`src/design/cfie_defines.svh`:
```
// Constants for the control-flow execution unit
`ifndef CFIE_DEFINES_SVH
`define CFIE_DEFINES_SVH

// Status register bit positions
`define CFIE_SR_C 3'h0
`define CFIE_SR_Z 3'h1
`define CFIE_SR_N 3'h2
`define CFIE_SR_V 3'h3
`define CFIE_SR_S 3'h4
`define CFIE_SR_H 3'h5
`define CFIE_SR_T 3'h6
`define CFIE_SR_I 3'h7

`define CFIE_STATUS_REGISTER_RESET 8'h00
`define CFIE_PC_RESET 'h0

// Execution lengths in clock cycles
`define CFIE_CNT_W 3
`define CFIE_CYC_EXT_ENTRY 3'h4
`define CFIE_CYC_ABS_ENTRY 3'h5
`define CFIE_CYC_SUB_EXIT 3'h5
`define CFIE_CYC_INT_EXIT 3'h5
`define CFIE_CYC_BR_TAKEN 3'h2
`define CFIE_CYC_SKIP_ONE 3'h2
`define CFIE_CYC_SKIP_TWO 3'h3

// Program counter advance for skips and calls
`define CFIE_ADV_SKIP_ONE 'h2
`define CFIE_ADV_SKIP_TWO 'h3
`define CFIE_ADV_TWO_WORD 'h2

`define CFIE_OFFSET_W 7

`endif

```
`src/design/cfie_pkg.sv`:
```
// Types shared by the control-flow execution unit
package cfie_pkg;

  typedef enum logic [4:0] {
    OP_PLAIN          = 5'h00,
    OP_EXT_IND_ENTRY  = 5'h01,
    OP_ABS_ENTRY      = 5'h02,
    OP_SUB_EXIT       = 5'h03,
    OP_INT_EXIT       = 5'h04,
    OP_CMP_SKIP_EQ    = 5'h05,
    OP_CMP_IMM        = 5'h06,
    OP_SKIP_REG_CLR   = 5'h07,
    OP_SKIP_REG_SET   = 5'h08,
    OP_SKIP_IO_CLR    = 5'h09,
    OP_SKIP_IO_SET    = 5'h0a,
    OP_BR_STAT_SET    = 5'h0b,
    OP_BR_STAT_CLR    = 5'h0c,
    OP_BR_ZERO        = 5'h0d,
    OP_BR_NONZERO     = 5'h0e,
    OP_BR_CARRY_CLR   = 5'h0f,
    OP_BR_SAME_HIGHER = 5'h10,
    OP_BR_SIGNED_GE   = 5'h11,
    OP_BR_SIGNED_LT   = 5'h12,
    OP_BR_HALF_SET    = 5'h13,
    OP_BR_TBIT_CLR    = 5'h14,
    OP_BR_OVF_SET     = 5'h15
  } cfie_op_t;

  typedef enum logic [1:0] {
    ST_IDLE = 2'b01,
    ST_WAIT = 2'b10
  } cfie_state_t;

endpackage : cfie_pkg

```
`src/design/cfie_stack_if.sv`:
```
// Return-address stack port between the executor and its memory
interface cfie_stack_if #(
  parameter int WIDTH = 22,
  parameter int AW = 4
);
  logic wrEn;
  logic rdEn;
  logic [AW-1:0] addr;
  logic [WIDTH-1:0] wrData;
  logic [WIDTH-1:0] rdData;

  modport master (output wrEn, output rdEn, output addr, output wrData,
                  input rdData);
  modport mem (input wrEn, input rdEn, input addr, input wrData,
               output rdData);
endinterface : cfie_stack_if

```
`src/design/cfie_stack_mem.sv`:
```
// Return-address stack memory with registered read data
module cfie_stack_mem #(
  parameter int WIDTH = 22,
  parameter int AW = 4
) (
  input wire logic clk_sys,
  cfie_stack_if.mem port
);

  logic [WIDTH-1:0] mem [2**AW];
  logic [WIDTH-1:0] rdData_reg;

  always_ff @(posedge clk_sys) begin
    if (port.wrEn) begin
      mem[port.addr] <= port.wrData;
    end
    if (port.rdEn) begin
      rdData_reg <= mem[port.addr];
    end
  end

  assign port.rdData = rdData_reg;

endmodule : cfie_stack_mem

```
`src/design/cfie_cond.sv`:
```
// Branch and skip condition evaluation
`include "cfie_defines.svh"

module cfie_cond (
  input wire cfie_pkg::cfie_op_t op,
  input wire logic [7:0] status_register,
  input wire logic [2:0] bitSel,
  input wire logic [7:0] regA,
  input wire logic [7:0] regB,
  input wire logic [7:0] ioData,
  output logic condMet
);
  import cfie_pkg::*;

  function automatic logic pick(input logic [7:0] v, input logic [2:0] b);
    pick = v[b];
  endfunction : pick

  logic fZ, fC, fN, fV, fH, fT;

  always_comb begin
    fZ = pick(status_register, `CFIE_SR_Z);
    fC = pick(status_register, `CFIE_SR_C);
    fN = pick(status_register, `CFIE_SR_N);
    fV = pick(status_register, `CFIE_SR_V);
    fH = pick(status_register, `CFIE_SR_H);
    fT = pick(status_register, `CFIE_SR_T);
    unique case (op)
      OP_CMP_SKIP_EQ: condMet = (regA == regB);
      OP_SKIP_REG_CLR: condMet = ~pick(regB, bitSel);
      OP_SKIP_REG_SET: condMet = pick(regB, bitSel);
      OP_SKIP_IO_CLR: condMet = ~pick(ioData, bitSel);
      OP_SKIP_IO_SET: condMet = pick(ioData, bitSel);
      OP_BR_STAT_SET: condMet = pick(status_register, bitSel);
      OP_BR_STAT_CLR: condMet = ~pick(status_register, bitSel);
      OP_BR_ZERO: condMet = fZ;
      OP_BR_NONZERO: condMet = ~fZ;
      OP_BR_CARRY_CLR, OP_BR_SAME_HIGHER: condMet = ~fC;
      OP_BR_SIGNED_GE: condMet = ~(fN ^ fV);
      OP_BR_SIGNED_LT: condMet = fN ^ fV;
      OP_BR_HALF_SET: condMet = fH;
      OP_BR_TBIT_CLR: condMet = ~fT;
      OP_BR_OVF_SET: condMet = fV;
      default: condMet = 1'b0;
    endcase
  end

endmodule : cfie_cond

```
`src/design/cfie_exec.sv`:
```
// Control-flow instruction executor: calls, returns, skips and branches
`include "cfie_defines.svh"

// Operation
// - Extended indirect entry: pc from high byte and Z, no flags, 4 cycles.
// - Compare-skip-equal skips next instruction when registers match, 1-3 cycles.
// - Compare immediate sets Z,N,V,C,H from register minus constant only.
// - Skip when chosen register bit is 0; pc plus 2 or 3.
// - Skip when chosen register bit is 1; pc plus 2 or 3.
// - Skip when chosen I/O bit is 0; 1, 2 or 3 cycles.
// - Skip when chosen I/O bit is 1; pc plus 2 or 3.
// - Branch to pc plus offset plus 1 when selected status bit set.
// - Branch when selected status bit clear; 1 cycle untaken, 2 taken.
// - Branch on zero flag set, or on it clear; flags untouched.
// - Carry-clear branch and same-or-higher alias branch when carry is 0.
// - Signed greater-or-equal branch when negative xor overflow is 0.
// - Signed less-than branch when negative xor overflow is 1.
// - Branch when half-carry flag is 1.
// - Branch when T flag is 0; flags unchanged.
// - Branch when overflow flag is 1; 1 cycle untaken, 2 taken.
module cfie_exec #(
  parameter int PCW = 22,
  parameter int STACK_AW = 4
) (
  input wire logic clk_sys,
  input wire logic rst_b,
  input wire logic instrValid,
  input wire cfie_pkg::cfie_op_t instrOp,
  input wire logic [2:0] bitSel,
  input wire logic [`CFIE_OFFSET_W-1:0] branchOffset,
  input wire logic [7:0] immK,
  input wire logic [7:0] regA,
  input wire logic [7:0] regB,
  input wire logic [7:0] ioData,
  input wire logic [15:0] zPtr,
  input wire logic [7:0] extHigh,
  input wire logic [PCW-1:0] callTarget,
  input wire logic nextTwoWord,
  input wire logic sregLoad,
  input wire logic [7:0] sregIn,
  output logic instrReady,
  output logic [PCW-1:0] pcOut,
  output logic [7:0] statusRegOut
);
  import cfie_pkg::*;

  if (PCW < 16 || PCW > 24) begin : g_pcw_check
    $error("PCW must lie between 16 and 24");
  end
  if (STACK_AW < 1 || STACK_AW > 12) begin : g_stack_check
    $error("STACK_AW must lie between 1 and 12");
  end

  typedef struct packed {
    cfie_state_t state;
    logic [`CFIE_CNT_W-1:0] cnt;
    logic popPend;
    logic intExit;
    logic [PCW-1:0] pc;
    logic [7:0] status_register;
    logic [STACK_AW-1:0] sp;
    logic ready;
  } cfie_exec_st_t;

  cfie_exec_st_t st_reg;
  cfie_exec_st_t st_next;

  logic rstMeta_reg;
  logic rstSync_reg;
  logic condMet;

  cfie_stack_if #(.WIDTH(PCW), .AW(STACK_AW)) stackPort ();

  // Reset release through two flops
  always_ff @(posedge clk_sys or negedge rst_b) begin
    if (!rst_b) begin
      rstMeta_reg <= 1'b0;
      rstSync_reg <= 1'b0;
    end else begin
      rstMeta_reg <= 1'b1;
      rstSync_reg <= rstMeta_reg;
    end
  end

  cfie_cond u_cond (
    .op(instrOp),
    .status_register(st_reg.status_register),
    .bitSel(bitSel),
    .regA(regA),
    .regB(regB),
    .ioData(ioData),
    .condMet(condMet)
  );

  cfie_stack_mem #(.WIDTH(PCW), .AW(STACK_AW)) u_stack (
    .clk_sys(clk_sys),
    .port(stackPort)
  );

  // Compare-immediate flag arithmetic
  function automatic logic [7:0] cmpFlags(input logic [7:0] sr,
                                          input logic [7:0] a,
                                          input logic [7:0] k);
    logic [7:0] r;
    logic [7:0] f;
    r = a - k;
    f = sr;
    f[`CFIE_SR_H] = (~a[3] & k[3]) | (k[3] & r[3]) | (r[3] & ~a[3]);
    f[`CFIE_SR_V] = (a[7] & ~k[7] & ~r[7]) | (~a[7] & k[7] & r[7]);
    f[`CFIE_SR_N] = r[7];
    f[`CFIE_SR_Z] = (r == 8'h00);
    f[`CFIE_SR_C] = (~a[7] & k[7]) | (k[7] & r[7]) | (r[7] & ~a[7]);
    cmpFlags = f;
  endfunction : cmpFlags

  logic accept;
  logic isSkip;
  logic isBranch;
  logic [PCW-1:0] pcSeq;
  logic [PCW-1:0] pcRel;
  logic [PCW-1:0] pcSkip;
  logic [`CFIE_CNT_W-1:0] skipCyc;
  logic [`CFIE_CNT_W-1:0] cycles;

  always_comb begin
    accept = instrValid && st_reg.ready;
    isSkip = instrOp inside {OP_CMP_SKIP_EQ, OP_SKIP_REG_CLR,
                             OP_SKIP_REG_SET, OP_SKIP_IO_CLR,
                             OP_SKIP_IO_SET};
    isBranch = instrOp inside {OP_BR_STAT_SET, OP_BR_STAT_CLR, OP_BR_ZERO,
                               OP_BR_NONZERO, OP_BR_CARRY_CLR,
                               OP_BR_SAME_HIGHER, OP_BR_SIGNED_GE,
                               OP_BR_SIGNED_LT, OP_BR_HALF_SET,
                               OP_BR_TBIT_CLR, OP_BR_OVF_SET};
    pcSeq = st_reg.pc + PCW'(1);
    pcRel = pcSeq + {{(PCW-`CFIE_OFFSET_W){branchOffset[`CFIE_OFFSET_W-1]}},
                     branchOffset};
    pcSkip = nextTwoWord ? st_reg.pc + PCW'(`CFIE_ADV_SKIP_TWO)
                         : st_reg.pc + PCW'(`CFIE_ADV_SKIP_ONE);
    skipCyc = nextTwoWord ? `CFIE_CYC_SKIP_TWO : `CFIE_CYC_SKIP_ONE;
  end

  always_comb begin
    st_next = st_reg;
    cycles = `CFIE_CNT_W'(1);
    stackPort.wrEn = 1'b0;
    stackPort.rdEn = 1'b0;
    stackPort.addr = st_reg.sp;
    stackPort.wrData = pcSeq;
    if (sregLoad) begin
      st_next.status_register = sregIn;
    end
    unique case (st_reg.state)
      ST_IDLE: begin
        if (accept) begin
          st_next.pc = pcSeq;
          unique case (instrOp)
            OP_EXT_IND_ENTRY: begin
              st_next.pc = PCW'({extHigh, zPtr});
              stackPort.wrEn = 1'b1;
              st_next.sp = st_reg.sp + STACK_AW'(1);
              cycles = `CFIE_CYC_EXT_ENTRY;
            end
            OP_ABS_ENTRY: begin
              st_next.pc = callTarget;
              stackPort.wrEn = 1'b1;
              stackPort.wrData = st_reg.pc + PCW'(`CFIE_ADV_TWO_WORD);
              st_next.sp = st_reg.sp + STACK_AW'(1);
              cycles = `CFIE_CYC_ABS_ENTRY;
            end
            OP_SUB_EXIT, OP_INT_EXIT: begin
              stackPort.rdEn = 1'b1;
              stackPort.addr = st_reg.sp - STACK_AW'(1);
              st_next.sp = st_reg.sp - STACK_AW'(1);
              st_next.popPend = 1'b1;
              st_next.intExit = (instrOp == OP_INT_EXIT);
              cycles = (instrOp == OP_INT_EXIT) ? `CFIE_CYC_INT_EXIT
                                                : `CFIE_CYC_SUB_EXIT;
            end
            OP_CMP_IMM: begin
              st_next.status_register = cmpFlags(st_reg.status_register, regA, immK);
            end
            default: begin
              if (isSkip && condMet) begin
                st_next.pc = pcSkip;
                cycles = skipCyc;
              end else if (isBranch && condMet) begin
                st_next.pc = pcRel;
                cycles = `CFIE_CYC_BR_TAKEN;
              end
            end
          endcase
          if (cycles != `CFIE_CNT_W'(1)) begin
            st_next.state = ST_WAIT;
            st_next.cnt = cycles - `CFIE_CNT_W'(1);
            st_next.ready = 1'b0;
          end
        end
      end
      ST_WAIT: begin
        if (st_reg.cnt == `CFIE_CNT_W'(1)) begin
          st_next.state = ST_IDLE;
          st_next.ready = 1'b1;
          st_next.cnt = `CFIE_CNT_W'(0);
          if (st_reg.popPend) begin
            st_next.pc = stackPort.rdData;
            st_next.popPend = 1'b0;
            st_next.intExit = 1'b0;
            if (st_reg.intExit) begin
              st_next.status_register[`CFIE_SR_I] = 1'b1;
            end
          end
        end else begin
          st_next.cnt = st_reg.cnt - `CFIE_CNT_W'(1);
        end
      end
      default: begin
        st_next.state = ST_IDLE;
        st_next.ready = 1'b1;
      end
    endcase
  end

  always_ff @(posedge clk_sys or negedge rstSync_reg) begin
    if (!rstSync_reg) begin
      st_reg.state <= ST_IDLE;
      st_reg.cnt <= '0;
      st_reg.popPend <= 1'b0;
      st_reg.intExit <= 1'b0;
      st_reg.pc <= PCW'(`CFIE_PC_RESET);
      st_reg.status_register <= `CFIE_STATUS_REGISTER_RESET;
      st_reg.sp <= '0;
      st_reg.ready <= 1'b1;
    end else begin
      st_reg <= st_next;
    end
  end

  assign instrReady = st_reg.ready;
  assign pcOut = st_reg.pc;
  assign statusRegOut = st_reg.status_register;

endmodule : cfie_exec

```
`config.mk`:
```
export PLATFORM = sky130hd
export DESIGN_NAME = cfie_exec
export DESIGN_NICKNAME = d
export VERILOG_FILES = /design/src/design/cfie_pkg.sv /design/src/design/cfie_stack_if.sv /design/src/design/cfie_stack_mem.sv /design/src/design/cfie_cond.sv /design/src/design/cfie_exec.sv
export VERILOG_INCLUDE_DIRS = /design/src /design/src/design
export SDC_FILE = /design/constraint.sdc
export NUM_CORES = 1
export LEC_CHECK = 0
export ABC_CLOCK_PERIOD_IN_PS = 2700
export BUFFER_PORTS_ARGS = -buffer_cell sky130_fd_sc_hd__buf_2
export CELL_PAD_IN_SITES_DETAIL_PLACEMENT = 0
export CELL_PAD_IN_SITES_GLOBAL_PLACEMENT = 1
export CORE_UTILIZATION = 55
export DETAILED_ROUTE_END_ITERATION = 12
export GPL_TIMING_DRIVEN = 0
export PLACE_DENSITY_LB_ADDON = 0.1
export SYNTH_ARGS = -nofsm -noshare
export SYNTH_HDL_FRONTEND = slang
export SYNTH_SLANG_ARGS = --single-unit
```
`constraint.sdc`:
```
create_clock -name clk_sys -period 2.7 [get_ports clk_sys]
set_clock_uncertainty 0.2 [all_clocks]
set_input_delay 0.135 -clock clk_sys [delete_from_list [all_inputs] [get_ports clk_sys]]
set_output_delay 0.135 -clock clk_sys [all_outputs]
set_load 0.03 [all_outputs]
```
==> impl_results.html, run 1 <==
<table>
<tr><th>Metric</th><th>Value</th></tr>
<tr><th colspan="2">Routing</th></tr>
<tr><td>Metal3 WL</td><td>between 6000 and 7000 microns</td></tr>
<tr><td>Detailed-routed wire length on met2</td><td>33600 microns</td></tr>
<tr><td>Routed metal-1 wirelength</td><td>25900 microns</td></tr>
<tr><td>Initial DRC Count</td><td>between 1500 and 2000</td></tr>
<tr><td>Per-cell routed wire length</td><td>approximately 30 microns</td></tr>
<tr><td>DR vias</td><td>15300</td></tr>
<tr><td>Number of remaining DRC errors</td><td>0</td></tr>
<tr><td>ANT nets after route</td><td>0</td></tr>
<tr><td>Top layer used by detailed routing</td><td>met4</td></tr>
<tr><td>Number of iterations in the first detailed-routing pass</td><td>6</td></tr>
<tr><td>Average via count per standard cell</td><td>6.53</td></tr>
<tr><td>Final wirelength</td><td>roughly 70000 microns</td></tr>
<tr><th colspan="2">STA</th></tr>
<tr><td>Transition at the pin with the smallest max-transition slack</td><td>approximately 1400 ps</td></tr>
<tr><td>Post-route setup slack</td><td>-937 ps</td></tr>
<tr><td>Final Hold Vio Count</td><td>0</td></tr>
<tr><td>Maximum frequency from static timing analysis</td><td>around 270 MHz</td></tr>
<tr><td>Final Cycle Share</td><td>135%</td></tr>
<tr><td>Final critical-path required period</td><td>between 3000 and 4000 ps</td></tr>
<tr><td>Unrepaired setup endpoints after global routing</td><td>true</td></tr>
<tr><td>Number of max-slew violations in the final report</td><td>0</td></tr>
<tr><td>Setup total negative slack</td><td>-129630 ps</td></tr>
<tr><td>Number of setup violations in the final report</td><td>593</td></tr>
<tr><td>Tightest slew margin relative to the limit</td><td>between 6 and 7%</td></tr>
<tr><th colspan="2">Logic synthesis</th></tr>
<tr><td>Gate Count Post-Synth</td><td>1443</td></tr>
<tr><td>Leading register cell type out of synthesis</td><td>sky130_fd_sc_hd__edfxtp_1</td></tr>
<tr><td>Fraction of registers with async set or reset after synthesis</td><td>about a tenth</td></tr>
<tr><td>Distinct cells, synth</td><td>76</td></tr>
<tr><td>Number of nets produced by synthesis</td><td>around 1600</td></tr>
<tr><td>Number of flops mapped to enable cells by yosys</td><td>between 300 and 400</td></tr>
<tr><td>Avg Synthesized Cell Area</td><td>approximately 14 sq um</td></tr>
<tr><td>Post-synthesis sequential area ratio</td><td>a little under 60%</td></tr>
<tr><td>Flop and latch count out of synthesis</td><td>417</td></tr>
<tr><td>Post-synthesis instance area</td><td>approximately 21000 sq um</td></tr>
<tr><td>Yosys Warn Count</td><td>0</td></tr>
<tr><th colspan="2">Pwr</th></tr>
<tr><td>Pwr Total</td><td>27300 uW</td></tr>
<tr><td>Static Leak</td><td>approximately 0.01 uW</td></tr>
<tr><td>Total power per unit cell area</td><td>slightly below 1000 nW/um^2</td></tr>
<tr><td>IR Drop Worst-Case VDD</td><td>between 0.0006 and 0.0007 V</td></tr>
<tr><th colspan="2">Floorplan</th></tr>
<tr><td>Full die area</td><td>around 38000 sq um</td></tr>
<tr><td>Core region area</td><td>around 37000 sq um</td></tr>
<tr><td>Die height</td><td>around 200 microns</td></tr>
<tr><td>Num rows</td><td>70</td></tr>
<tr><td>Die width</td><td>~200 microns</td></tr>
<tr><td>Num ports</td><td>about 140</td></tr>
<tr><td>Effective utilization at floorplan</td><td>56.1%</td></tr>
<tr><th colspan="2">Final layout</th></tr>
<tr><td>Fill count</td><td>~2200</td></tr>
<tr><td>Area of the multi-input gates</td><td>~9400 sq um</td></tr>
<tr><td>FF+latch area</td><td>about 12000 sq um</td></tr>
<tr><td>Flip-flop count of the largest register after layout</td><td>between 300 and 400</td></tr>
<tr><td>Antenna fix cells</td><td>0</td></tr>
<tr><td>Area added between synthesis and finish</td><td>34.0%</td></tr>
<tr><td>Ratio of cells with drive above 1 in the final layout</td><td>41.4%</td></tr>
<tr><td>Number of nets at the end of the flow</td><td>~2000</td></tr>
<tr><th colspan="2">GRT</th></tr>
<tr><td>GRT Overall Usage</td><td>between 30% and 40%</td></tr>
<tr><td>Remaining global-route overflow</td><td>0</td></tr>
<tr><td>Number of antenna violations at the first check in global routing</td><td>0</td></tr>
<tr><td>Wire length of the first global-routing pass</td><td>between 90000 and 100000 microns</td></tr>
<tr><td>Number of global-route vias before repair</td><td>approximately 15000</td></tr>
<tr><td>Largest net degree at the start of global routing</td><td>30</td></tr>
<tr><th colspan="2">Clocking</th></tr>
<tr><td>Later-pin clock latency in the skew report</td><td>between 500 and 600 ps</td></tr>
<tr><td>Clock tree from TritonCTS</td><td>yes</td></tr>
<tr><td>Total clock buffers created by CTS</td><td>42</td></tr>
<tr><td>Sink count of the clock tree</td><td>about 420</td></tr>
<tr><td>Worst-case clock buffer depth</td><td>3</td></tr>
<tr><td>CTS clock-pin slew for the worst setup and hold paths</td><td>approximately 70 ps</td></tr>
<tr><td>Root cell of the clock tree</td><td>sky130_fd_sc_hd__clkbuf_16</td></tr>
<tr><td>Number of H-tree branching levels</td><td>2</td></tr>
<tr><th colspan="2">Place</th></tr>
<tr><td>Last weighted congestion value of the routability-driven placer</td><td>roughly 0.9</td></tr>
<tr><td>Detailed Place HPWL</td><td>~38000 microns</td></tr>
<tr><td>Number of I/O port buffers</td><td>approximately 130</td></tr>
<tr><th colspan="2">Worst setup path</th></tr>
<tr><td>CP Capture Type</td><td>flop</td></tr>
<tr><td>Arrival time worst endpoint</td><td>approximately 3900 ps</td></tr>
<tr><td>Launching element type of the critical path</td><td>flop</td></tr>
<tr><td>Crit-path max FO</td><td>8</td></tr>
<tr><td>Worst Path Class, Setup</td><td>reg -&gt; reg</td></tr>
<tr><td>Data required, critical path</td><td>just under 3000 ps</td></tr>
<tr><th colspan="2">Outcome</th></tr>
<tr><td>Outcome</td><td>complete, but fails checks</td></tr>
<tr><td>Violations in the final reports</td><td>setup timing</td></tr>
<tr><th colspan="2">Job</th></tr>
<tr><td>Max-Cap Viols</td><td>0</td></tr>
<tr><th colspan="2">Worst hold path</th></tr>
<tr><td>Worst hold path type</td><td>in -&gt; reg</td></tr>
</table>
## final timing paths
path / from / endpoint / slack [ps] / cells past startpoint
setup / recovery: pcOut[10] / pcOut[21] / -940 / 15
hold reg to reg: rstSync_reg / pcOut[5] / 50 / 1
min in group asynchronous: rstSync_reg / pcOut[5] / 50 / 1
hold / removal: regA[5] / statusRegOut[1] / 10 / 5
max in group asynchronous: rstSync_reg / pcOut[18] / 1190 / 1
setup reg to reg: pcOut[10] / pcOut[21] / -940 / 15
## power by group
group / total (uW) / switching, uW / internal, uW / leakage [uW]
sequential: 8500 / 390 / 8110 / 0.00394
combinational: 13000 / 7050 / 5970 / 0.00551
clock: 5820 / 2580 / 3230 / 0.000642
## layout by cell type, fill, tap and decap left out, types with 10 or more instances in the layout
master                          synthesis  routed
sky130_fd_sc_hd__dlygate4sd3_1          0      49
sky130_fd_sc_hd__inv_1                 36      32
sky130_fd_sc_hd__mux2i_1               14      12
sky130_fd_sc_hd__dfrtp_1               42      31
sky130_fd_sc_hd__nand3_1               47      37
sky130_fd_sc_hd__dfrtp_2                0      11
sky130_fd_sc_hd__a21oi_1               77      64
sky130_fd_sc_hd__ha_4                   0      16
sky130_fd_sc_hd__xor2_1                42      20
sky130_fd_sc_hd__clkbuf_16              0      44
sky130_fd_sc_hd__nor2_4                 1      46
sky130_fd_sc_hd__o21ai_0               42      27
sky130_fd_sc_hd__and3_1                12      10
sky130_fd_sc_hd__nand2_1               91      76
sky130_fd_sc_hd__buf_4                 31     138
sky130_fd_sc_hd__nor3_1                20      17
sky130_fd_sc_hd__buf_6                  0      34
sky130_fd_sc_hd__nand2b_1              17      14
sky130_fd_sc_hd__xor2_4                 0      19
sky130_fd_sc_hd__nor2b_1               15      15
sky130_fd_sc_hd__mux4_2               116     116
sky130_fd_sc_hd__buf_12                 0      46
sky130_fd_sc_hd__xnor2_1               48      34
sky130_fd_sc_hd__a21oi_2                1      10
sky130_fd_sc_hd__nand4_1               11      11
sky130_fd_sc_hd__nand2_2                1      10
sky130_fd_sc_hd__nor2_1               100      66
sky130_fd_sc_hd__buf_2                 24     133
sky130_fd_sc_hd__clkbuf_1              52      28
sky130_fd_sc_hd__ha_1                  50      32
sky130_fd_sc_hd__edfxtp_1             374     374
## metrics by stage
step / hold slack, ps / setup slack [ps] / utilization, % / instance area, sq um / cells
final: 13.4 / -937 / 75.1 / 27600 / 2343
after global routing: 50.3 / -1080 / 75.1 / 27600 / 2343
after CTS: 5.89 / -842 / 72.2 / 26500 / 2304
after detailed placement: -277 / -1600 / 61.7 / 22700 / 2042
after global placement: -280 / -1550 / 61.6 / 22700 / 2040
after floorplan: -361 / -716 / - / 21400 / 1443
## timing repair
action	CTS	global route
setup endpoints to repair	737	740
hold endpoints to repair	27	0
gates resized for setup	157	159
pin swaps	66	65
gates cloned	17	0
buffers inserted	123	39
hold buffers	49	0
## final cells by class
type | count | share of cell area, %
buffer | 106 | 3.65
sequential | 417 | 44.6
clock inverter | 24 | 0.765
inverter | 37 | 0.539
multi-input combinational | 896 | 33.9
timing repair buffer | 342 | 10.4
tap | 468 | 2.12
clock buffer | 53 | 4.03
## Yosys cell counts (3+ instances only)
| cell type | number | area (sq um) |
|---|---|---|
| sky130_fd_sc_hd__nor3_1 | 20 | 100 |
| sky130_fd_sc_hd__o21bai_1 | 6 | 45.0 |
| sky130_fd_sc_hd__nand3_1 | 47 | 235 |
| sky130_fd_sc_hd__ha_1 | 50 | 626 |
| sky130_fd_sc_hd__a211oi_1 | 13 | 97.6 |
| sky130_fd_sc_hd__a21oi_1 | 77 | 385 |
| sky130_fd_sc_hd__a22oi_1 | 9 | 67.6 |
| sky130_fd_sc_hd__buf_2 | 24 | 120 |
| sky130_fd_sc_hd__o211ai_1 | 9 | 67.6 |
| sky130_fd_sc_hd__a211o_1 | 4 | 35.0 |
| sky130_fd_sc_hd__nor2b_1 | 15 | 93.8 |
| sky130_fd_sc_hd__and4_1 | 3 | 26.3 |
| sky130_fd_sc_hd__buf_4 | 31 | 233 |
| sky130_fd_sc_hd__nor2_1 | 100 | 375 |
| sky130_fd_sc_hd__nor3b_1 | 3 | 22.5 |
| sky130_fd_sc_hd__nand2b_1 | 17 | 106 |
| sky130_fd_sc_hd__fa_1 | 4 | 80.1 |
| sky130_fd_sc_hd__a21boi_0 | 3 | 22.5 |
| sky130_fd_sc_hd__a221o_1 | 8 | 80.1 |
| sky130_fd_sc_hd__mux4_2 | 116 | 2610 |
| sky130_fd_sc_hd__nand2_1 | 91 | 342 |
| sky130_fd_sc_hd__a31oi_1 | 8 | 50.1 |
| sky130_fd_sc_hd__a21o_1 | 8 | 60.1 |
| sky130_fd_sc_hd__edfxtp_1 | 374 | 11200 |
| sky130_fd_sc_hd__o22ai_1 | 7 | 43.8 |
| sky130_fd_sc_hd__and3_1 | 12 | 75.1 |
| sky130_fd_sc_hd__a221oi_1 | 14 | 123 |
| sky130_fd_sc_hd__and2_1 | 10 | 62.6 |
| sky130_fd_sc_hd__inv_1 | 36 | 135 |
| sky130_fd_sc_hd__o21ai_0 | 42 | 210 |
| sky130_fd_sc_hd__or3_1 | 5 | 31.3 |
| sky130_fd_sc_hd__mux2_2 | 6 | 67.6 |
| sky130_fd_sc_hd__clkbuf_1 | 52 | 195 |
| sky130_fd_sc_hd__or2_2 | 5 | 31.3 |
| sky130_fd_sc_hd__o31ai_1 | 4 | 30.0 |
| sky130_fd_sc_hd__a222oi_1 | 3 | 30.0 |
| sky130_fd_sc_hd__dfrtp_1 | 42 | 1050 |
| sky130_fd_sc_hd__mux2i_1 | 14 | 140 |
| sky130_fd_sc_hd__buf_1 | 3 | 11.3 |
| sky130_fd_sc_hd__xor2_1 | 42 | 368 |
| sky130_fd_sc_hd__nand4_1 | 11 | 68.8 |
| sky130_fd_sc_hd__xnor2_1 | 48 | 420 |
## worst max-delay path, cell delays in order, from the launching register on
cell and delay, ps:
sky130_fd_sc_hd__dfrtp_1 400, sky130_fd_sc_hd__clkbuf_8 150, sky130_fd_sc_hd__buf_4 230, sky130_fd_sc_hd__nand3_4 170
sky130_fd_sc_hd__nor4_4 340, sky130_fd_sc_hd__nand3_1 190, sky130_fd_sc_hd__xnor2_2 160, sky130_fd_sc_hd__buf_4 170
sky130_fd_sc_hd__ha_4 240, sky130_fd_sc_hd__inv_1 70, sky130_fd_sc_hd__o21bai_1 80, sky130_fd_sc_hd__a221oi_2 270
sky130_fd_sc_hd__nand2_2 130, sky130_fd_sc_hd__xor2_1 170, sky130_fd_sc_hd__a32o_1 290, sky130_fd_sc_hd__a211o_1 250
## metal layers
| metal | up-vias | GRT usage, % |
|---|---|---|
| met4 | 0 | 16.9 |
| met2 | 1151 | 58.3 |
| met3 | 257 | 5.07 |
| li1 | 6376 | - |
| met5 | - | 0 |
| met1 | 7521 | 47.4 |
## logic make-up (layout without fill, tap and decap cells)
logic type | Yosys count | after routing | synth area share, %
flip-flops | 417 | 417 | 59.7
buffers and inverters | 147 | 562 | 3.38
XOR/XNOR | 91 | 91 | 3.90
adder cells (fa/ha/maj) | 54 | 54 | 3.42
multiplexers | 138 | 138 | 13.8
other | 1 | 1 | 0.0182
AND/OR/NAND/NOR | 354 | 371 | 8.18
AO/OA/AOI/OAI | 241 | 241 | 7.65
Power figures use the tool's default switching activity.
==> inputs of run 2 (changes only) <==
--- a/config.mk
+++ b/config.mk
@@ -6,7 +6,7 @@
 export SDC_FILE = /design/constraint.sdc
 export NUM_CORES = 1
 export LEC_CHECK = 0
-export ABC_CLOCK_PERIOD_IN_PS = 2700
+export ABC_CLOCK_PERIOD_IN_PS = 4300
 export BUFFER_PORTS_ARGS = -buffer_cell sky130_fd_sc_hd__buf_2
 export CELL_PAD_IN_SITES_DETAIL_PLACEMENT = 0
 export CELL_PAD_IN_SITES_GLOBAL_PLACEMENT = 1
@@ -14,6 +14,7 @@
 export DETAILED_ROUTE_END_ITERATION = 12
 export GPL_TIMING_DRIVEN = 0
 export PLACE_DENSITY_LB_ADDON = 0.1
+export SKIP_CTS_REPAIR_TIMING = 1
 export SYNTH_ARGS = -nofsm -noshare
 export SYNTH_HDL_FRONTEND = slang
 export SYNTH_SLANG_ARGS = --single-unit
==> constraint.sdc (replaced) <==
create_clock -name clk_sys -period 4.3 [get_ports clk_sys]
set_clock_uncertainty 0.2 [all_clocks]
set_input_delay 0.215 -clock clk_sys [delete_from_list [all_inputs] [get_ports clk_sys]]
set_output_delay 0.215 -clock clk_sys [all_outputs]
set_load 0.03 [all_outputs]
==> impl_results.html, run 2 (same netlist as run 1, synthesis figures left out) <==
<table>
<tr><th>Metric</th><th>Value</th></tr>
<tr><th colspan="2">Worst setup path</th></tr>
<tr><td>CP Capture Type</td><td>flop</td></tr>
<tr><td>Data required, critical path</td><td>4390 ps (+1460 ps)</td></tr>
<tr><td>Crit-path max FO</td><td>10 (+2)</td></tr>
<tr><td>Arrival time worst endpoint</td><td>4490 ps (+620 ps)</td></tr>
<tr><td>Origin of the critical flop-to-flop path</td><td>st_reg[40]</td></tr>
<tr><td>Worst Path Class, Setup</td><td>reg -&gt; reg</td></tr>
<tr><td>Flop2flop setup slack</td><td>-100 ps (+830 ps)</td></tr>
<tr><td>Launching element type of the critical path</td><td>flop</td></tr>
<tr><td>Launching instance or port of the critical path</td><td>st_reg[40]</td></tr>
<tr><td>Cell depth of the worst flop-to-flop path</td><td>8 (-7)</td></tr>
<tr><th colspan="2">Worst hold path</th></tr>
<tr><td>Worst hold path type</td><td>in -&gt; reg</td></tr>
<tr><td>Hold Path Origin</td><td>zPtr[8]</td></tr>
<tr><td>Hold-critical path depth</td><td>5 (unchanged)</td></tr>
<tr><th colspan="2">Final layout</th></tr>
<tr><td>Leading cell type in the layout, fill and taps excluded</td><td>sky130_fd_sc_hd__edfxtp_1</td></tr>
<tr><td>Ratio of cells with drive above 1 in the final layout</td><td>29.2% (-12 points)</td></tr>
<tr><td>Number of nets at the end of the flow</td><td>1843 (-7.9%)</td></tr>
<tr><td>Antenna fix cells</td><td>0 (unchanged)</td></tr>
<tr><td>Flip-flop count of the largest register after layout</td><td>352 (unchanged)</td></tr>
<tr><td>Commonest non-fill, non-tap cells in the layout</td><td>sky130_fd_sc_hd__edfxtp_1, sky130_fd_sc_hd__buf_2, sky130_fd_sc_hd__mux4_2</td></tr>
<tr><td>Area added between synthesis and finish</td><td>19.0%</td></tr>
<tr><td>Fill count</td><td>2608 (+18%)</td></tr>
<tr><th colspan="2">Floorplan</th></tr>
<tr><td>Effective utilization at floorplan</td><td>56.1% (unchanged)</td></tr>
<tr><td>Num rows</td><td>70 (unchanged)</td></tr>
<tr><td>Core region area</td><td>36800 sq um (unchanged)</td></tr>
<tr><td>Num ports</td><td>137 (unchanged)</td></tr>
<tr><td>Full die area</td><td>38300 sq um (unchanged)</td></tr>
<tr><td>Die width</td><td>196 microns (unchanged)</td></tr>
<tr><td>Die height</td><td>196 microns (unchanged)</td></tr>
<tr><th colspan="2">Place</th></tr>
<tr><td>Detailed Place HPWL</td><td>38700 microns (+1.4%)</td></tr>
<tr><td>Last weighted congestion value of the routability-driven placer</td><td>0.949 (+3.2%)</td></tr>
<tr><td>Setup slack after placement</td><td>-967 ps (+632 ps)</td></tr>
<tr><td>Number of I/O port buffers</td><td>129 (unchanged)</td></tr>
<tr><th colspan="2">Clocking</th></tr>
<tr><td>Clock tree from TritonCTS</td><td>yes</td></tr>
<tr><td>Worst-case clock buffer depth</td><td>3 (unchanged)</td></tr>
<tr><td>Later-pin clock latency in the skew report</td><td>560 ps (about the same)</td></tr>
<tr><td>Number of H-tree branching levels</td><td>2 (unchanged)</td></tr>
<tr><td>Total clock buffers created by CTS</td><td>41 (-2.4%)</td></tr>
<tr><td>Sink count of the clock tree</td><td>417 (unchanged)</td></tr>
<tr><td>Root cell of the clock tree</td><td>sky130_fd_sc_hd__clkbuf_16</td></tr>
<tr><td>CTS clock-pin slew for the worst setup and hold paths</td><td>70 ps (about the same)</td></tr>
<tr><th colspan="2">STA</th></tr>
<tr><td>Final Cycle Share</td><td>102% (-32 points)</td></tr>
<tr><td>Final Hold Vio Count</td><td>7 (+7)</td></tr>
<tr><td>Setup total negative slack</td><td>-596 ps (+129040 ps)</td></tr>
<tr><td>Final critical-path required period</td><td>4400 ps (+766 ps)</td></tr>
<tr><td>Hold Slack</td><td>-73.0 ps (-86.4 ps)</td></tr>
<tr><td>Post-route setup slack</td><td>-102 ps (+834 ps)</td></tr>
<tr><td>Maximum frequency from static timing analysis</td><td>227 MHz (-17%)</td></tr>
<tr><td>Number of max-slew violations in the final report</td><td>17 (+17)</td></tr>
<tr><td>Transition at the pin with the smallest max-transition slack</td><td>1530 ps (+143 ps)</td></tr>
<tr><td>Tightest slew margin relative to the limit</td><td>-2.39% (-9.2 points)</td></tr>
<tr><td>Number of setup violations in the final report</td><td>16 (-97%)</td></tr>
<tr><td>Unrepaired setup endpoints after global routing</td><td>true</td></tr>
<tr><th colspan="2">Routing</th></tr>
<tr><td>Per-cell routed wire length</td><td>27.7 microns (-7.1%)</td></tr>
<tr><td>Number of iterations in the first detailed-routing pass</td><td>5 (-1)</td></tr>
<tr><td>DR vias</td><td>14000 (-8.8%)</td></tr>
<tr><td>Number of remaining DRC errors</td><td>0 (unchanged)</td></tr>
<tr><td>ANT nets after route</td><td>0 (unchanged)</td></tr>
<tr><td>Average via count per standard cell</td><td>6.40 (-2.1%)</td></tr>
<tr><td>Final wirelength</td><td>60500 microns (-13%)</td></tr>
<tr><td>Initial DRC Count</td><td>1563 (-12%)</td></tr>
<tr><th colspan="2">Pwr</th></tr>
<tr><td>Total power per unit cell area</td><td>622 nW/um^2 (-37%)</td></tr>
<tr><td>Net Sw Power</td><td>5470 uW (-45%)</td></tr>
<tr><td>IR Drop Worst-Case VDD</td><td>0.000410 V (-35%)</td></tr>
<tr><td>Internal</td><td>9810 uW (-43%)</td></tr>
<tr><td>Fraction of power consumed by the clock network</td><td>24.4% (+3.1 points)</td></tr>
<tr><td>Static Leak</td><td>0.00886 uW (-12%)</td></tr>
<tr><td>Sequential Power Share</td><td>35.1% (+4.0 points)</td></tr>
<tr><td>Sw Share</td><td>35.8% (-0.88 points)</td></tr>
<tr><td>Comb pwr share</td><td>40.5% (-7.1 points)</td></tr>
<tr><th colspan="2">GRT</th></tr>
<tr><td>Wire length of the first global-routing pass</td><td>84800 microns (-13%)</td></tr>
<tr><td>Remaining global-route overflow</td><td>0 (unchanged)</td></tr>
<tr><td>GRT Overall Usage</td><td>30.3% (-5.2 points)</td></tr>
<tr><td>Number of global-route vias before repair</td><td>13500 (-10%)</td></tr>
<tr><td>Largest net degree at the start of global routing</td><td>35 (+17%)</td></tr>
<tr><td>Number of antenna violations at the first check in global routing</td><td>0 (unchanged)</td></tr>
<tr><th colspan="2">Outcome</th></tr>
<tr><td>Violations in the final reports</td><td>hold timing, capacitance limit, slew limit, setup timing</td></tr>
<tr><td>Outcome</td><td>complete, but fails checks</td></tr>
<tr><th colspan="2">Job</th></tr>
<tr><td>Max-Cap Viols</td><td>1 (+1)</td></tr>
</table>
## run 2: cell count changes in the layout (fill, tap and decap cells not counted), moves of 17 or more
| cell | change |
|---|---|
| sky130_fd_sc_hd__buf_4 | -84 |
| sky130_fd_sc_hd__buf_12 | -34 |
| sky130_fd_sc_hd__buf_6 | -34 |
| sky130_fd_sc_hd__dlygate4sd3_1 | -26 |
| sky130_fd_sc_hd__clkbuf_1 | +21 |
| sky130_fd_sc_hd__nor2_4 | -21 |
| sky130_fd_sc_hd__buf_2 | +19 |
| sky130_fd_sc_hd__ha_1 | +17 |
| sky130_fd_sc_hd__xor2_4 | -17 |
## run 2: path summary, 6_finish.rpt
path,end
max in group asynchronous,pcOut[12]
setup / recovery,u_stack.port.rdData[2]
hold reg to reg,pcOut[14]
hold / removal,pcOut[8]
setup reg to reg,u_stack.port.rdData[2]
min in group asynchronous,pcOut[14]
## run 2: layout make-up
cell class / count / area [sq um] / area share, %
clock buffer: 54 / 1120 / 4.55
tap: 468 / 586 / 2.39
inverter: 37 / 139 / 0.566
timing repair buffer: 195 / 1460 / 5.94
buffer: 104 / 559 / 2.28
clock inverter: 21 / 262 / 1.07
sequential: 417 / 12300 / 50.2
multi-input combinational: 887 / 8110 / 33.0
## run 2: power by group through the flow
stage	Clock [uW]	Sequential, uW	Combinational, uW
2_1_floorplan	0	5290	4190
3_3_place_gp	0	5370	5710
3_5_place_dp	0	5370	5870
4_1_cts	3740	5290	5940
5_1_grt	3880	5380	6580
6_report	3720	5370	6190
## run 2: per-layer routing
layer / track usage [%] / up-vias / wire (microns)
met5: 0 / - / 0
met4: 9.78 / 0 / 2080
met3: 3.63 / 138 / 4780
met2: 50.4 / 806 / 29200
met1: 42.2 / 6967 / 24400
li1: - / 6052 / -
## run 2: through the flow
stage / total power (uW) / hold WS (ps) / area, sq um / std cells / utilization [%]
after floorplan: 9480 / -281 / 20600 / 1443 / -
after global placement: 11100 / -200 / 21900 / 2040 / 59.4
after detailed placement: 11200 / -192 / 22200 / 2051 / 60.3
after CTS: 15000 / -763 / 23500 / 2126 / 64.0
after global routing: 15800 / 0.704 / 24500 / 2183 / 66.7
final: 15300 / -73.0 / 24500 / 2183 / 66.7
## run 2: critical path, stage by stage, from the launching register on
cell and delay, ps:
sky130_fd_sc_hd__dfstp_2 600, sky130_fd_sc_hd__ha_1 320, sky130_fd_sc_hd__nand3_1 390, sky130_fd_sc_hd__nand2_1 220, sky130_fd_sc_hd__o21a_1 140, sky130_fd_sc_hd__buf_2 230, sky130_fd_sc_hd__buf_1 830, sky130_fd_sc_hd__mux4_2 640
sky130_fd_sc_hd__mux4_2 540
==> inputs of run 3 (changes only) <==
--- a/config.mk
+++ b/config.mk
@@ -13,6 +13,7 @@
 export CORE_UTILIZATION = 55
 export DETAILED_ROUTE_END_ITERATION = 12
 export GPL_TIMING_DRIVEN = 0
+export HOLD_SLACK_MARGIN = 0.05
 export PLACE_DENSITY_LB_ADDON = 0.1
 export SKIP_CTS_REPAIR_TIMING = 1
 export SYNTH_ARGS = -nofsm -noshare
==> impl_results.html, run 3 (same netlist as run 1, synthesis figures left out) <==
<table>
<tr><th>Metric</th><th>Value</th></tr>
<tr><th colspan="2">Floorplan</th></tr>
<tr><td>Effective utilization at floorplan</td><td>56.1% (unchanged)</td></tr>
<tr><td>Core region area</td><td>36800 sq um (unchanged)</td></tr>
<tr><td>Die width</td><td>196 microns (unchanged)</td></tr>
<tr><td>Full die area</td><td>38300 sq um (unchanged)</td></tr>
<tr><td>Num ports</td><td>137 (unchanged)</td></tr>
<tr><td>Num rows</td><td>70 (unchanged)</td></tr>
<tr><td>Die height</td><td>196 microns (unchanged)</td></tr>
<tr><th colspan="2">Routing</th></tr>
<tr><td>Average via count per standard cell</td><td>6.40 (about the same)</td></tr>
<tr><td>DR vias</td><td>14000 (+0.47%)</td></tr>
<tr><td>Final wirelength</td><td>60500 microns (about the same)</td></tr>
<tr><td>Number of remaining DRC errors</td><td>0 (unchanged)</td></tr>
<tr><td>Per-cell routed wire length</td><td>27.6 microns (-0.34%)</td></tr>
<tr><td>Initial DRC Count</td><td>1463 (-6.4%)</td></tr>
<tr><td>Number of iterations in the first detailed-routing pass</td><td>7 (+2)</td></tr>
<tr><td>ANT nets after route</td><td>0 (unchanged)</td></tr>
<tr><th colspan="2">Outcome</th></tr>
<tr><td>Violations in the final reports</td><td>hold timing, capacitance limit, slew limit, setup timing</td></tr>
<tr><td>Outcome</td><td>complete, but fails checks</td></tr>
<tr><th colspan="2">Place</th></tr>
<tr><td>Number of I/O port buffers</td><td>129 (unchanged)</td></tr>
<tr><td>Detailed Place HPWL</td><td>38700 microns (unchanged)</td></tr>
<tr><td>Setup slack after placement</td><td>-967 ps (unchanged)</td></tr>
<tr><td>Placed cell area</td><td>22200 sq um (unchanged)</td></tr>
<tr><td>Last weighted congestion value of the routability-driven placer</td><td>0.949 (unchanged)</td></tr>
<tr><th colspan="2">GRT</th></tr>
<tr><td>GRT Overall Usage</td><td>30.3% (unchanged)</td></tr>
<tr><td>Wire length of the first global-routing pass</td><td>84800 microns (unchanged)</td></tr>
<tr><td>Number of antenna violations at the first check in global routing</td><td>0 (unchanged)</td></tr>
<tr><td>Remaining global-route overflow</td><td>0 (unchanged)</td></tr>
<tr><td>Largest net degree at the start of global routing</td><td>35 (unchanged)</td></tr>
<tr><td>Number of global-route vias before repair</td><td>13500 (unchanged)</td></tr>
<tr><th colspan="2">Worst setup path</th></tr>
<tr><td>Delay of the slowest critical-path stage</td><td>840 ps (about the same)</td></tr>
<tr><td>Crit-path most repeated cell</td><td>sky130_fd_sc_hd__mux4_2</td></tr>
<tr><td>CP Capture Type</td><td>flop</td></tr>
<tr><td>Flop2flop setup slack</td><td>-120 ps (-20 ps)</td></tr>
<tr><td>Cell depth of the worst flop-to-flop path</td><td>8 (unchanged)</td></tr>
<tr><td>Launching element type of the critical path</td><td>flop</td></tr>
<tr><td>Data required, critical path</td><td>4390 ps (about the same)</td></tr>
<tr><td>Crit-path max FO</td><td>10 (unchanged)</td></tr>
<tr><td>Critical path's top delay family</td><td>multiplexers</td></tr>
<tr><td>Number of cells on the critical path</td><td>8 (unchanged)</td></tr>
<tr><td>Origin of the critical flop-to-flop path</td><td>st_reg[40]</td></tr>
<tr><td>Worst Path Class, Setup</td><td>reg -&gt; reg</td></tr>
<tr><td>Arrival time worst endpoint</td><td>4510 ps (+20 ps)</td></tr>
<tr><td>Worst reg2reg path endpoint</td><td>u_stack.port.rdData[2]</td></tr>
<tr><td>Cell breakdown of the critical path</td><td>ha_1, nand3_1, nand2_1, o21a_1, buf_2, buf_1, mux4_2, mux4_2</td></tr>
<tr><td>Standard cell with the maximum stage delay on the critical path</td><td>sky130_fd_sc_hd__buf_1</td></tr>
<tr><td>Critical path buffer and inverter count</td><td>2 (unchanged)</td></tr>
<tr><th colspan="2">Pwr</th></tr>
<tr><td>Net Sw Power</td><td>5460 uW (about the same)</td></tr>
<tr><td>Sw Share</td><td>35.7% (-0.045 points)</td></tr>
<tr><td>IR Drop Worst-Case VDD</td><td>0.000411 V (+0.11%)</td></tr>
<tr><td>Fraction of power consumed by the clock network</td><td>24.3% (about the same)</td></tr>
<tr><td>Comb pwr share</td><td>40.6% (about the same)</td></tr>
<tr><td>Total power per unit cell area</td><td>621 nW/um^2 (-0.30%)</td></tr>
<tr><td>Static Leak</td><td>0.00889 uW (+0.33%)</td></tr>
<tr><td>Internal</td><td>9820 uW (+0.14%)</td></tr>
<tr><td>Sequential Power Share</td><td>35.1% (about the same)</td></tr>
<tr><th colspan="2">STA</th></tr>
<tr><td>Number of setup violations in the final report</td><td>18 (+2)</td></tr>
<tr><td>Hold Slack</td><td>-0.606 ps (+72.4 ps)</td></tr>
<tr><td>Unrepaired setup endpoints after global routing</td><td>true</td></tr>
<tr><td>Final Hold Vio Count</td><td>1 (-6)</td></tr>
<tr><td>Number of max-slew violations in the final report</td><td>17 (unchanged)</td></tr>
<tr><td>Post-route setup slack</td><td>-124 ps (-21.8 ps)</td></tr>
<tr><td>Tightest slew margin relative to the limit</td><td>-2.55% (-0.16 points)</td></tr>
<tr><td>Setup total negative slack</td><td>-803 ps (-207 ps)</td></tr>
<tr><td>Maximum frequency from static timing analysis</td><td>226 MHz (-0.49%)</td></tr>
<tr><td>Transition at the pin with the smallest max-transition slack</td><td>1530 ps (-3.36 ps)</td></tr>
<tr><td>Final critical-path required period</td><td>4420 ps (+21.8 ps)</td></tr>
<tr><td>Final Cycle Share</td><td>103% (+0.51 points)</td></tr>
<tr><th colspan="2">Final layout</th></tr>
<tr><td>Flip-flop count of the largest register after layout</td><td>352 (unchanged)</td></tr>
<tr><td>Area added between synthesis and finish</td><td>19.4%</td></tr>
<tr><td>Number of nets at the end of the flow</td><td>1852 (+0.49%)</td></tr>
<tr><td>Leading cell type in the layout, fill and taps excluded</td><td>sky130_fd_sc_hd__edfxtp_1</td></tr>
<tr><td>Final std cell area, no fill</td><td>24600 sq um (+0.37%)</td></tr>
<tr><td>Layout Utilization</td><td>67.0% (+0.24 points)</td></tr>
<tr><td>Antenna fix cells</td><td>0 (unchanged)</td></tr>
<tr><td>Commonest non-fill, non-tap cells in the layout</td><td>sky130_fd_sc_hd__edfxtp_1, sky130_fd_sc_hd__buf_2, sky130_fd_sc_hd__mux4_2</td></tr>
<tr><td>Fill count</td><td>2602 (-0.23%)</td></tr>
<tr><td>Ratio of cells with drive above 1 in the final layout</td><td>29.0% (-0.15 points)</td></tr>
<tr><th colspan="2">Clocking</th></tr>
<tr><td>Later-pin clock latency in the skew report</td><td>560 ps (about the same)</td></tr>
<tr><td>Clock tree from TritonCTS</td><td>yes</td></tr>
<tr><td>Number of H-tree branching levels</td><td>2 (unchanged)</td></tr>
<tr><td>Root cell of the clock tree</td><td>sky130_fd_sc_hd__clkbuf_16</td></tr>
<tr><td>CTS clock-pin slew for the worst setup and hold paths</td><td>60 ps (about the same)</td></tr>
<tr><td>Sink count of the clock tree</td><td>417 (unchanged)</td></tr>
<tr><td>Worst-case clock buffer depth</td><td>3 (unchanged)</td></tr>
<tr><td>Total clock buffers created by CTS</td><td>41 (unchanged)</td></tr>
<tr><th colspan="2">Worst hold path</th></tr>
<tr><td>Worst hold path type</td><td>in -&gt; reg</td></tr>
<tr><td>Hold Path Origin</td><td>callTarget[4]</td></tr>
<tr><td>Hold-critical path depth</td><td>5 (unchanged)</td></tr>
<tr><td>Hold Path End</td><td>pcOut[4]</td></tr>
<tr><th colspan="2">Job</th></tr>
<tr><td>Max-Cap Viols</td><td>1 (unchanged)</td></tr>
</table>
-- run 3: cell types whose count changed in the layout (fill, tap and decap cells not counted) --
| cell | change |
|---|---|
| sky130_fd_sc_hd__dlygate4sd3_1 | +9 |
-- run 3: power groups by stage --
stage                     combinational (uW)  sequential (uW)  clock [uW]
after floorplan                         4190             5290           0
after global placement                  5710             5370           0
after detailed placement                5870             5370           0
after CTS                               5940             5290        3740
after global routing                    6600             5380        3880
final                                   6210             5370        3710
-- run 3: worst min-delay path, delay by kind of cell --
family | cells | cell delay, ps
AO/OA/AOI/OAI | 1 | 70
buffers and inverters | 1 | 80
AND/OR/NAND/NOR | 3 | 340
-- run 3: per-layer routing --
metal	wire (microns)	vias to the layer above	track usage, %
li1	-	6067	-
met1	24100	6991	42.2
met2	29500	838	50.4
met3	4890	132	3.63
met4	1990	0	9.78
met5	0	-	0
-- run 3: area by class of cell --
class                      count  area (sq um)  share of cell area, %
sequential                   417         12300                   50.0
multi-input combinational    887          8110                   32.9
timing repair buffer         204          1550                   6.29
clock buffer                  54          1120                   4.54
tap                          468           586                   2.38
buffer                       104           559                   2.27
clock inverter                21           262                   1.06
inverter                      37           139                  0.564
-- run 3: worst max-delay path by stage --
stage	startpoint	slack (ps)	to
6_report	st_reg[40]	-120	u_stack.port.rdData[2]
5_1_grt	st_reg[40]	-310	u_stack.port.rdData[2]
4_1_cts	st_reg[40]	-1040	u_stack.mem[3][11]
3_5_place_dp	st_reg[40]	-970	u_stack.mem[3][12]
3_3_place_gp	st_reg[40]	-1890	u_stack.mem[0][10]
2_1_floorplan	st_reg[40]	-50	u_stack.mem[10][0]
-- run 3: per-stage QoR --
step / cells / power, uW
4_1_cts: 2126 / 15000
3_3_place_gp: 2040 / 11100
5_1_grt: 2192 / 15900
6_report: 2192 / 15300
3_5_place_dp: 2051 / 11200
2_1_floorplan: 1443 / 9480
